==> src/verilog/fpi_consts.svh <==
/*
 Constants for the front panel status and interlock block: register offsets,
 field positions, reset values, mode codes and timing figures.
 Assumes a 100 MHz ref_clk and is included by its bare name.
*/
`ifndef FPI_CONSTS_SVH
`define FPI_CONSTS_SVH

`define FPI_CLK_HZ          100000000
`define FPI_DEBOUNCE_US     10000
`define FPI_BLINK_HALF_US   250000
`define FPI_DEBOUNCE_CYC    (`FPI_DEBOUNCE_US * (`FPI_CLK_HZ / 1000000))
`define FPI_BLINK_HALF_CYC  (`FPI_BLINK_HALF_US * (`FPI_CLK_HZ / 1000000))

`define FPI_ADDR_W          4
`define FPI_OFS_CTRL        4'h0
`define FPI_OFS_CMD         4'h4
`define FPI_OFS_STATUS      4'h8

`define FPI_CTRL_HOST       0
`define FPI_CTRL_MODE_LO    1
`define FPI_CTRL_MODE_HI    2
`define FPI_CTRL_PASSIVE    3
`define FPI_CTRL_SPARE_LAMP 4
`define FPI_CTRL_RESET      5'h10

`define FPI_CMD_RUN         0
`define FPI_CMD_STOP        1

`define FPI_MODE_POWER      2'h0
`define FPI_MODE_CURRENT    2'h1
`define FPI_MODE_VOLTAGE    2'h2

`define FPI_IN_COOLANT      0
`define FPI_IN_CHAMBER      1
`define FPI_IN_SPARE        2
`define FPI_IN_LOOP         3
`define FPI_IN_STOP         4
`define FPI_IN_RUN          5
`define FPI_IN_PANIC        6
`define FPI_IN_KEY_LOCK     7
`define FPI_IN_KEY_PROGRAM_KEYPOSITION     8
`define FPI_N_IN            9

`endif

==> src/verilog/fpi_pkg.sv <==
/*
 Types for the front panel status and interlock block.
 Assumes nothing beyond a SystemVerilog compiler.
*/
package fpi_pkg;
   typedef enum logic [1:0] {
      FPI_SETTLE,
      FPI_CHECK,
      FPI_ACTIVE
   } fpi_start_t;
endpackage

==> src/verilog/fpi_status_interlock.sv <==
/*
 Front panel status and interlock logic: debounces panel pins, keeps the
 output on/off and reset-required state, drives steady and flashing lamps.
 Assumes one 100 MHz clock, active-low pins that read low when grounded or
 pressed, and condition inputs from logic on the same clock.
*/
`timescale 1ns/1ps
`include "fpi_consts.svh"

// What this block does
// - Flash life-expired lamp and sound alarm when target-life counter reaches zero.
// - Overtemperature switches output off and flashes the overheat lamp, lit steady on a passive panel.
// - Interlock lamp lit steadily when input grounded and unit reset by stop.
// - Opened interlock ground turns output off and flashes that input's lamp.
// - Spare interlock loss turns output off even without its lamp fitted.
// - Passive panel arc lamp lights whenever an arc is sensed.
// - Passive at-target lamp lit only while output on and at setpoint.
// - Passive output lamp lit whenever output is on.
// - Left display-select lamp always lit.
// - Stop lamp steady while output off, flashing while reset required.
// - Power-up with key in program or locked sets reset-required.
// - Control returning from host to panel sets reset-required.
// - Key moving from off to locked or program sets reset-required.
// - Open remote stop loop sets reset-required.
// - Unmet interlock or panic press sets reset-required.
// - Stop press clears reset-required, leaving the stop lamp steady.
// - Stop reset ignored while stop loop open or any interlock unmet.
// - Run lamp lit whenever output is on.
// - Power mode lights power lamp only; current mode lights current lamp only.
// - Voltage mode lights both power and current lamps.
module fpi_status_interlock #(
   parameter int DEBOUNCE_CYC   = `FPI_DEBOUNCE_CYC,
   parameter int BLINK_HALF_CYC = `FPI_BLINK_HALF_CYC
) (
   input  wire logic                   ref_clk,
   input  wire logic                   rst_b,
   input  wire logic [`FPI_ADDR_W-1:0] reg_addr,
   input  wire logic [31:0]            reg_wdata,
   input  wire logic                   reg_wr,
   input  wire logic                   reg_rd,
   output logic      [31:0]            reg_rdata,
   input  wire logic                   coolant_flow_ok_input_b,
   input  wire logic                   chamber_pressure_ok_input_b,
   input  wire logic                   spare_interlock_input_b,
   input  wire logic                   remote_stop_loop_input_b,
   input  wire logic                   stop_button_b,
   input  wire logic                   run_button_b,
   input  wire logic                   panic_button_b,
   input  wire logic                   key_locked_b,
   input  wire logic                   key_program_b,
   input  wire logic                   life_counter_zero,
   input  wire logic                   over_temp,
   input  wire logic                   arc_sensed,
   input  wire logic                   at_setpoint,
   output logic                        output_enable,
   output logic                        alarm,
   output logic                        life_expired_lamp,
   output logic                        overheat_lamp,
   output logic                        coolant_lamp,
   output logic                        chamber_lamp,
   output logic                        spare_lamp,
   output logic                        arc_lamp,
   output logic                        at_target_lamp,
   output logic                        output_lamp,
   output logic                        left_display_lamp,
   output logic                        stop_lamp,
   output logic                        run_lamp,
   output logic                        power_reg_lamp,
   output logic                        current_reg_lamp
);

   localparam int DW = $clog2(DEBOUNCE_CYC + 1);
   localparam int BW = $clog2(BLINK_HALF_CYC + 1);
   localparam int N  = `FPI_N_IN;

   logic [N-1:0]  pin_raw;
   logic [N-1:0]  meta_ff;
   logic [N-1:0]  sync_ff;
   logic [N-1:0]  deb_ff;
   logic [N-1:0]  deb_prev_ff;
   logic [N-1:0]  active;
   logic [N-1:0]  pressed;
   logic [BW-1:0] blink_cnt_ff;
   logic          blink_ff;
   logic [DW:0]   settle_cnt_ff;
   fpi_pkg::fpi_start_t start_ff;
   logic [4:0]    ctrl_ff;
   logic          host_cmd_run;
   logic          host_cmd_stop;
   logic          host_prev_ff;
   logic          out_on_ff;
   logic          reset_req_ff;
   logic [2:0]    fault_ff;
   logic [2:0]    ilk_open;
   logic          loop_open;
   logic          key_on;
   logic          key_on_prev_ff;
   logic          running;
   logic          set_req;
   logic          reset_ok;
   logic          trip;
   logic          run_req;
   logic          stop_req;

   assign pin_raw = {key_program_b, key_locked_b, panic_button_b, run_button_b, stop_button_b,
                     remote_stop_loop_input_b, spare_interlock_input_b,
                     chamber_pressure_ok_input_b, coolant_flow_ok_input_b};

   // Each pin: two-stage sync, then must hold steady for the debounce time
   genvar gi;
   generate
      for (gi = 0; gi < N; gi++) begin : g_in
         logic [DW-1:0] cnt_ff;
         always_ff @(posedge ref_clk or negedge rst_b) begin
            if (!rst_b) begin
               meta_ff[gi] <= 1'b1;
               sync_ff[gi] <= 1'b1;
            end else begin
               meta_ff[gi] <= pin_raw[gi];
               sync_ff[gi] <= meta_ff[gi];
            end
         end
         always_ff @(posedge ref_clk or negedge rst_b) begin
            if (!rst_b) begin
               cnt_ff     <= '0;
               deb_ff[gi] <= 1'b1;
            end else if (sync_ff[gi] == deb_ff[gi]) begin
               cnt_ff <= '0;
            end else if (cnt_ff == DW'(DEBOUNCE_CYC - 1)) begin
               cnt_ff     <= '0;
               deb_ff[gi] <= sync_ff[gi];
            end else begin
               cnt_ff <= cnt_ff + 1'b1;
            end
         end
      end
   endgenerate

   always_ff @(posedge ref_clk or negedge rst_b) begin
      if (!rst_b) begin
         deb_prev_ff <= '1;
      end else begin
         deb_prev_ff <= deb_ff;
      end
   end

   assign active  = ~deb_ff;
   assign pressed = deb_prev_ff & ~deb_ff;

   // Shared blink source keeps all flashing lamps in phase
   always_ff @(posedge ref_clk or negedge rst_b) begin
      if (!rst_b) begin
         blink_cnt_ff <= '0;
         blink_ff     <= 1'b0;
      end else if (blink_cnt_ff == BW'(BLINK_HALF_CYC - 1)) begin
         blink_cnt_ff <= '0;
         blink_ff     <= ~blink_ff;
      end else begin
         blink_cnt_ff <= blink_cnt_ff + 1'b1;
      end
   end

   // Level-triggered sets are held off until the debouncers have settled
   always_ff @(posedge ref_clk or negedge rst_b) begin
      if (!rst_b) begin
         settle_cnt_ff <= '0;
         start_ff      <= fpi_pkg::FPI_SETTLE;
      end else begin
         case (start_ff)
            fpi_pkg::FPI_SETTLE: begin
               settle_cnt_ff <= settle_cnt_ff + 1'b1;
               if (settle_cnt_ff == (DW+1)'(2 * DEBOUNCE_CYC)) begin
                  start_ff <= fpi_pkg::FPI_CHECK;
               end
            end
            fpi_pkg::FPI_CHECK:  start_ff <= fpi_pkg::FPI_ACTIVE;
            fpi_pkg::FPI_ACTIVE: start_ff <= fpi_pkg::FPI_ACTIVE;
            default:             start_ff <= fpi_pkg::FPI_SETTLE;
         endcase
      end
   end

   assign running = (start_ff == fpi_pkg::FPI_ACTIVE);

   // Register port
   always_ff @(posedge ref_clk or negedge rst_b) begin
      if (!rst_b) begin
         ctrl_ff <= `FPI_CTRL_RESET;
      end else if (reg_wr && reg_addr == `FPI_OFS_CTRL) begin
         ctrl_ff <= reg_wdata[4:0];
      end
   end

   assign host_cmd_run  = reg_wr && reg_addr == `FPI_OFS_CMD && reg_wdata[`FPI_CMD_RUN];
   assign host_cmd_stop = reg_wr && reg_addr == `FPI_OFS_CMD && reg_wdata[`FPI_CMD_STOP];

   always_ff @(posedge ref_clk or negedge rst_b) begin
      if (!rst_b) begin
         reg_rdata <= 32'h0000_0000;
      end else if (reg_rd) begin
         case (reg_addr)
            `FPI_OFS_CTRL:   reg_rdata <= {27'h0, ctrl_ff};
            `FPI_OFS_STATUS: reg_rdata <= {21'h0, active[`FPI_IN_KEY_PROGRAM_KEYPOSITION:`FPI_IN_KEY_LOCK],
                                           loop_open, ilk_open, fault_ff, reset_req_ff, out_on_ff};
            default:         reg_rdata <= 32'h0000_0000;
         endcase
      end else begin
         reg_rdata <= 32'h0000_0000;
      end
   end

   assign ilk_open  = deb_ff[`FPI_IN_SPARE:`FPI_IN_COOLANT];
   assign loop_open = deb_ff[`FPI_IN_LOOP];
   assign key_on    = active[`FPI_IN_KEY_LOCK] | active[`FPI_IN_KEY_PROGRAM_KEYPOSITION];

   always_ff @(posedge ref_clk or negedge rst_b) begin
      if (!rst_b) begin
         host_prev_ff   <= 1'b0;
         key_on_prev_ff <= 1'b0;
      end else begin
         host_prev_ff   <= ctrl_ff[`FPI_CTRL_HOST];
         key_on_prev_ff <= key_on;
      end
   end

   always_comb begin
      set_req = 1'b0;
      if (start_ff == fpi_pkg::FPI_CHECK && key_on) begin
         set_req = 1'b1;
      end
      if (host_prev_ff && !ctrl_ff[`FPI_CTRL_HOST]) begin
         set_req = 1'b1;
      end
      if (running && key_on && !key_on_prev_ff) begin
         set_req = 1'b1;
      end
      if (running && loop_open) begin
         set_req = 1'b1;
      end
      if (running && (|ilk_open || pressed[`FPI_IN_PANIC])) begin
         set_req = 1'b1;
      end
   end

   // A stop press only resets with the loop closed and all interlocks made
   assign reset_ok = pressed[`FPI_IN_STOP] && !loop_open && !(|ilk_open);

   always_ff @(posedge ref_clk or negedge rst_b) begin
      if (!rst_b) begin
         reset_req_ff <= 1'b1;
      end else if (set_req) begin
         reset_req_ff <= 1'b1;
      end else if (reset_ok) begin
         reset_req_ff <= 1'b0;
      end
   end

   // Per-interlock latched fault; set wins over the reset press
   always_ff @(posedge ref_clk or negedge rst_b) begin
      if (!rst_b) begin
         fault_ff <= 3'h0;
      end else begin
         fault_ff <= (fault_ff & ~{3{reset_ok}}) | (ilk_open & {3{running}});
      end
   end

   assign trip = over_temp || (|ilk_open) || loop_open || active[`FPI_IN_PANIC]
                 || reset_req_ff || !running;
   assign run_req  = ctrl_ff[`FPI_CTRL_HOST] ? host_cmd_run : pressed[`FPI_IN_RUN];
   assign stop_req = pressed[`FPI_IN_STOP] || host_cmd_stop;

   always_ff @(posedge ref_clk or negedge rst_b) begin
      if (!rst_b) begin
         out_on_ff <= 1'b0;
      end else if (trip || stop_req) begin
         out_on_ff <= 1'b0;
      end else if (run_req) begin
         out_on_ff <= 1'b1;
      end
   end

   assign output_enable = out_on_ff;

   // Lamps from flip-flops
   always_ff @(posedge ref_clk or negedge rst_b) begin
      if (!rst_b) begin
         life_expired_lamp <= 1'b0;
         alarm             <= 1'b0;
         overheat_lamp     <= 1'b0;
         arc_lamp          <= 1'b0;
      end else begin
         life_expired_lamp <= life_counter_zero & blink_ff;
         alarm             <= life_counter_zero | arc_sensed;
         overheat_lamp     <= over_temp & (ctrl_ff[`FPI_CTRL_PASSIVE] | blink_ff);
         arc_lamp          <= arc_sensed;
      end
   end

   always_ff @(posedge ref_clk or negedge rst_b) begin
      if (!rst_b) begin
         coolant_lamp <= 1'b0;
         chamber_lamp <= 1'b0;
         spare_lamp   <= 1'b0;
      end else begin
         coolant_lamp <= fault_ff[0] ? blink_ff : (!ilk_open[0] && !reset_req_ff);
         chamber_lamp <= fault_ff[1] ? blink_ff : (!ilk_open[1] && !reset_req_ff);
         spare_lamp   <= ctrl_ff[`FPI_CTRL_SPARE_LAMP]
                         && (fault_ff[2] ? blink_ff : (!ilk_open[2] && !reset_req_ff));
      end
   end

   always_ff @(posedge ref_clk or negedge rst_b) begin
      if (!rst_b) begin
         at_target_lamp    <= 1'b0;
         output_lamp       <= 1'b0;
         left_display_lamp <= 1'b0;
         stop_lamp         <= 1'b0;
         run_lamp          <= 1'b0;
      end else begin
         at_target_lamp    <= out_on_ff & at_setpoint;
         output_lamp       <= out_on_ff;
         left_display_lamp <= 1'b1;
         stop_lamp         <= reset_req_ff ? blink_ff : !out_on_ff;
         run_lamp          <= out_on_ff;
      end
   end

   always_ff @(posedge ref_clk or negedge rst_b) begin
      if (!rst_b) begin
         power_reg_lamp   <= 1'b0;
         current_reg_lamp <= 1'b0;
      end else begin
         case (ctrl_ff[`FPI_CTRL_MODE_HI:`FPI_CTRL_MODE_LO])
            `FPI_MODE_POWER: begin
               power_reg_lamp   <= 1'b1;
               current_reg_lamp <= 1'b0;
            end
            `FPI_MODE_CURRENT: begin
               power_reg_lamp   <= 1'b0;
               current_reg_lamp <= 1'b1;
            end
            `FPI_MODE_VOLTAGE: begin
               power_reg_lamp   <= 1'b1;
               current_reg_lamp <= 1'b1;
            end
            default: begin
               power_reg_lamp   <= 1'b0;
               current_reg_lamp <= 1'b0;
            end
         endcase
      end
   end

endmodule
==> config.mk <==
export PLATFORM = sky130hd
export DESIGN_NAME = fpi_status_interlock
export DESIGN_NICKNAME = d
export VERILOG_FILES = /design/src/verilog/fpi_pkg.sv /design/src/verilog/fpi_status_interlock.sv
export VERILOG_INCLUDE_DIRS = /design/src /design/src/verilog
export SDC_FILE = /design/constraint.sdc
export NUM_CORES = 1
export LEC_CHECK = 0
export ABC_CLOCK_PERIOD_IN_PS = 4900
export BUFFER_PORTS_ARGS = -buffer_cell sky130_fd_sc_hd__buf_4
export CAP_MARGIN = 20
export CORE_MARGIN = 8
export CORE_UTILIZATION = 61
export DETAILED_ROUTE_END_ITERATION = 8
export PLACE_DENSITY = 0.93
export SYNTH_ARGS = -nofsm -noshare
export SYNTH_HDL_FRONTEND = slang
export SYNTH_SLANG_ARGS = --single-unit
export TNS_END_PERCENT = 50
==> constraint.sdc <==
create_clock -name ref_clk -period 4.9 [get_ports ref_clk]
set_clock_uncertainty 0.1 [all_clocks]
set_input_delay 0.49 -clock ref_clk [delete_from_list [all_inputs] [get_ports ref_clk]]
set_output_delay 0.49 -clock ref_clk [all_outputs]
set_load 0.02 [all_outputs]
-- After elaboration in Yosys (flattened, before gate mapping)
Cells that the tools add are included.
- bits in registers: 320
- input port bits: 53
- output and inout bits: 47
- logic and storage cells: 212
- $add $sub $neg: 11
- eq/ne operators: 27
- mux-type cells: 39
- bitwise gates (word level): 22
- reductions and logical operators: 52
- operators with widths (cell ; number):
    two-way mux 20 bit ; 18
    adder 20 x 1 -> 20 bit, second input constant ; 9
    equality test 20 bit, second input constant ; 9
    two-way mux 32 bit ; 1
    adder 25 x 1 -> 25 bit, second input constant ; 1
    equality test 25 bit, second input constant ; 1
    two-way mux 25 bit ; 1
    case mux 11 bit (2 select lines) ; 1
    adder 21 x 1 -> 21 bit, second input constant ; 1
    equality test 21 bit, second input constant ; 1
    AND reduction 2 bit ; 9
    logical AND 1 bit ; 16
    two-way mux 1 bit ; 16
    logical NOT 1 bit ; 10
    NOT 1 bit ; 10
    equality test 1 bit ; 9
    NOT 9 bit ; 1
    logical OR 1 bit ; 8
    AND 7 bit ; 1
    AND 3 bit ; 2
    OR reduction 2 bit ; 3
    equality test 2 x 1 -> 1 bit, second input constant ; 2
    equality test 2 bit, second input constant ; 2
    equality test 4 x 3 -> 1 bit, second input constant ; 1
    12 further kinds ; 18

-- Logic depth before layout (Yosys ltp)
- depth after elaboration: 9
- mapped depth: 7
- mapped depth without buffers: 6

-- Worst setup path after synthesis
OpenSTA, ideal clock, no wires.
- path kind: register to register
- from: register g_in[1].cnt_ff[0]
- to: register g_in[1].cnt_ff[18]
- setup time: 78 ps
- arrival: 1944 ps
- data required time: 4722 ps
- setup slack: 2778 ps
- stages on the path, launching flop included: 7
- path buffers: 1
- clock period less this slack: 2122 ps
- path through: dfrtp_1 -> ha_1 -> nand2_1 -> or4_1 -> clkbuf_1 -> or4_1 -> a21oi_1
- cells in the longest elaborated chain, start to end: 3
- elaborated cells between the ends (all ways): 4
- those cells by class: add/sub (1); eq/ne (1); mux (2)
- RTL lines (what ; RTL line ; text):
    start, declared ; fpi_status_interlock.sv:113 ; logic [DW-1:0] cnt_ff;
    start signal, assigned ; fpi_status_interlock.sv:133 ; cnt_ff <= cnt_ff + 1'b1;
    adder 20 x 1 -> 20 bit / equality test 20 bit (equally long branches) ; fpi_status_interlock.sv:133, fpi_status_interlock.sv:129 ;
    two-way mux 20 bit * ; fpi_status_interlock.sv:129 ; end else if (cnt_ff == DW'(DEBOUNCE_CYC - 1)) begin
    two-way mux 20 bit * ; fpi_status_interlock.sv:127 ; end else if (sync_ff[gi] == deb_ff[gi]) begin
Every way passes the cells marked *; elsewhere a longest branch is shown, timed or not.
A chain may end at the register's enable or synchronous reset.

-- Worst setup path in the final report
- from: register g_in[0].cnt_ff[15]
- to: register g_in[0].cnt_ff[4]
- cells in the longest elaborated chain, start to end: 3
- RTL lines (what ; RTL line):
    start, declared ; fpi_status_interlock.sv:113
    start signal, assigned ; fpi_status_interlock.sv:133
    equality test 20 bit ; fpi_status_interlock.sv:129
    two-way mux 20 bit ; fpi_status_interlock.sv:129
    two-way mux 20 bit ; fpi_status_interlock.sv:127
No other way between the ends.

==> run_results.csv <==
group,metric,value,unit
job,maxCapViolCount,0,
setup_path,r2r_cells,5,
pwr,ir_drop,0.284,mV
setup_path,cp_num_buf_inv,1,
timing,tns,0,ps
floorplanning,rows,55,
pwr,power_switching_share,0.220,
route,drt_iter0_drc,883,
timing,finalCriticalPeriod,2740,ps
global_routing,grt_pass1_wl,50.0,mm
setup_path,path_cells,"or4b_1 -> or4_1 -> o21ai_1 -> buf_4 -> nor2_1",
yosys,synthTopCellsByArea,"dfrtp_1 (47%), dfstp_2 (6.1%), xnor2_1 (4.6%)",
worst_hold_path,worstHoldStart,"reg_wdata[1]",
pwr,p_sw,0.00113,W
cells_and_area,area_growth,12.6,%
yosys,yosysSeqAreaShare,0.534,
setup_path,crit_slowest_cell,"o21ai_1",
yosys,synth_top_area_cell,"dfrtp_1",
timing,hold_violations,0,
yosys,synth-edff-count,0,
timing,fmax,0.365,GHz
setup_path,required,5250,ps
global_routing,overflow,0,
place,placed_area,14500,um2
place,io_buffers,51,
yosys,async_reset_ff_frac,1.00,
setup_path,end_kind,"register",
route,routed_wl,29.1,mm
timing,slew_violations,0,
yosys,yosys.area.top_type_share,0.474,
setup_path,r2r-end,"g_in[0].cnt_ff[4]",
yosys,synth-seq-cells,295,
timing,worst_pin_slew,1030,ps
clock_network,cts_sinks,295,
floorplanning,ios,100,
yosys,synthFlopType,"dfrtp_1",
clock_network,h-tree-depth,1,
cells_and_area,final_layout_size_suffix_gt1_frac,0.121,
clock_network,clk_path_buf_depth,3,
pwr,internal-power,0.00401,W
worst_hold_path,hold_class,"primary input to register",
place,place_congestion,0.844,
timing,slew_headroom,0.310,
floorplanning,coreArea,22500,um2
global_routing,grt_max_degree,129,
timing,setup_viol,0,
place,dp_hpwl,19.3,mm
setup_path,reg2reg_from,"g_in[0].cnt_ff[15]",
route,vias,10463,
pwr,leakagePower,6.51,nW
clock_network,cts.clk_slew.worst_paths,60,ps
clock_network,cts_resized,0,
global_routing,antenna_found_initial,1,
worst_hold_path,whs_endpoint,"output_enable",
clock_network,root_buffer,"clkbuf_16",
timing,rsz0062_at_grt,"no",
worst_hold_path,holdPathStages,2,
route,drt_pass1_iterations,5,
floorplanning,die_w,167,um
pwr,pwr-share-comb,0.043,
yosys,synth_area,13900,um2
pwr,power_density,328,nW/um2
clock_network,clock_latency,560,ps
floorplanning,start_util,0.618,
setup_path,critPathLaunch,"g_in[0].cnt_ff[15]",
setup_path,max_stage_delay,660,ps
yosys,ys_types,52,
yosys,syn_avg_cell_area,10.2,um2
yosys,synthCells,1365,
global_routing,grtUsageTotal,0.209,
pwr,clkPwrFrac,0.464,
setup_path,critPathTopFamily,"simple AND/OR/NAND/NOR gates",
setup_path,crit_type,"register to register",
route,drcViolationCount,0,
floorplanning,die_h,167,um
cells_and_area,nets,1496,
clock_network,cts_made_buffers,31,
setup_path,cp-start-kind,"register",
global_routing,grt_pass1_vias,10667,
floorplanning,fp.dieArea,27900,um2
yosys,yosys_warnings,0,
status,status,"finished, final reports clean",
route,drtAntennaViolNets,0,
setup_path,worstPathArrival,3090,ps
cells_and_area,design_area,15600,um2
timing,fin_crit_sh,0.559,
route,avgRoutedWirePerCell,16.8,um
clock_network,cts_tree,"done",
setup_path,crit_fanout,11,
setup_path,rrSetupSlack,2160,ps
pwr,power_frac_seq,0.494,
route,viasPerCell,6.03,
[synthesized netlist by cell type (all sizes together), types with 5 or more instances]
master and number:
a21oi 72, and4 10, nor4 30, inv 49, nand3 98, o31ai 41, dfstp 32, ha 18
xnor2 73, mux2i 6, buf 34, dfrtp 263, mux2 16, and3 33, nor4b 9, xor2 70
or4b 10, nor2 144, or4 50, o21ai 44, and2 10, nor2b 6, clkbuf 31, nor3 30
or2 5, nand2 88, nand4 36, or3 39
[registers in the layout, summed over array words and instances, names as in the netlist, 2 cells and up]
name / flops
blink_cnt_ff: 25
ctrl_ff: 5
deb_ff: 8
deb_prev_ff: 3
fault_ff: 3
g_in.cnt_ff: 180
meta_ff: 9
reg_rdata: 11
settle_cnt_ff: 21
start_ff: 2
sync_ff: 9
[area by class of cell]
class | instances | area [um2]
Antenna cell | 1 | 2.50
Clock buffer | 46 | 872
Clock inverter | 12 | 166
Fill cell | 1563 | 6860
Inverter | 49 | 184
Multi-Input combinational cell | 976 | 6050
Sequential cell | 295 | 7420
Tap cell | 285 | 357
Timing Repair Buffer | 72 | 588
[cell families (layout without fill, tap and decap cells)]
family                   Yosys count  count (layout)  synth area share
AND/OR/NAND/NOR                  605             605             0.234
flip-flops                       295             295             0.534
AO/OA/AOI/OAI                    166             166            0.0703
XOR/XNOR                         143             143            0.0901
buffers and inverters            114             179            0.0378
multiplexers                      22              22            0.0173
adder cells (fa/ha/maj)           18              18            0.0162
other                              2              23          0.000540
[per-stage QoR]
| stage | cells | hold slack [ps] | setup slack (ps) | util | power, W |
|---|---|---|---|---|---|
| after floorplan | 1385 | 94.4 | 2780 | - | 0.00269 |
| after global placement | 1666 | 247 | 2290 | 0.644 | 0.00278 |
| after detailed placement | 1666 | 250 | 2210 | 0.644 | 0.00279 |
| after CTS | 1735 | 24.8 | 2180 | 0.695 | 0.00518 |
| after global routing | 1736 | 32.6 | 2070 | 0.695 | 0.00530 |
| final | 1736 | 36.4 | 2160 | 0.695 | 0.00514 |
[placed cells by master (no fill, tap or decap), drive strengths merged, types with 3 or more instances in the layout]
cell type      n
dfrtp        263
nor2         144
nand3         98
nand2         88
xnor2         73
a21oi         72
xor2          70
buf           61
inv           50
or4           50
clkbuf        46
o21ai         44
o31ai         41
or3           39
nand4         36
and3          33
dfstp         32
nor4          30
nor3          30
conb          22
ha            18
mux2          16
dlygate4sd3   11
and4          10
and2          10
or4b          10
nor4b          9
mux2i          6
nor2b          6
clkinv         6
or2            5
nand2b         4
bufinv         4
a22o           3
[what timing repair did]
| action | CTS | global route |
|---|---|---|
| endpoints found under the hold margin | 100 | 0 |
| hold buffers | 11 | 0 |
| setup buffers | 0 | 0 |
[how the worst max path moves through the flow]
stage | endpoint | slack, ps | cells after the start
floorplan | g_in[1].cnt_ff[18] | 2780 | 6
global placement | g_in[0].cnt_ff[7] | 2290 | 5
detailed placement | g_in[0].cnt_ff[4] | 2210 | 5
CTS | g_in[0].cnt_ff[4] | 2180 | 5
global route | g_in[0].cnt_ff[6] | 2070 | 5
finish | g_in[0].cnt_ff[4] | 2160 | 5
[metal layers]
metal  wire length (um)  up-vias  global-route usage  share of wire
met5                  0        -                   0              0
met4                852        0              0.0721          0.029
met3               1540       66              0.0374          0.053
met2              14600      285               0.362           0.50
met1              12200     5196               0.258           0.42
li1                   -     4916                   -              -
[power by group through the flow]
stage | registers, W | logic (W) | clock network [W]
2_1_floorplan | 0.00258 | 0.000106 | 0
3_3_place_gp | 0.00258 | 0.000206 | 0
3_5_place_dp | 0.00258 | 0.000214 | 0
4_1_cts | 0.00254 | 0.000223 | 0.00242
5_1_grt | 0.00254 | 0.000246 | 0.00251
6_report | 0.00254 | 0.000219 | 0.00238
[worst register-to-register path, cell delays in order (launching register included)]
cell and delay [ps]:
dfrtp_1 410, or4b_1 520, or4_1 540, o21ai_1 660
buf_4 320, nor2_1 80
Power figures use the tool's default switching activity.
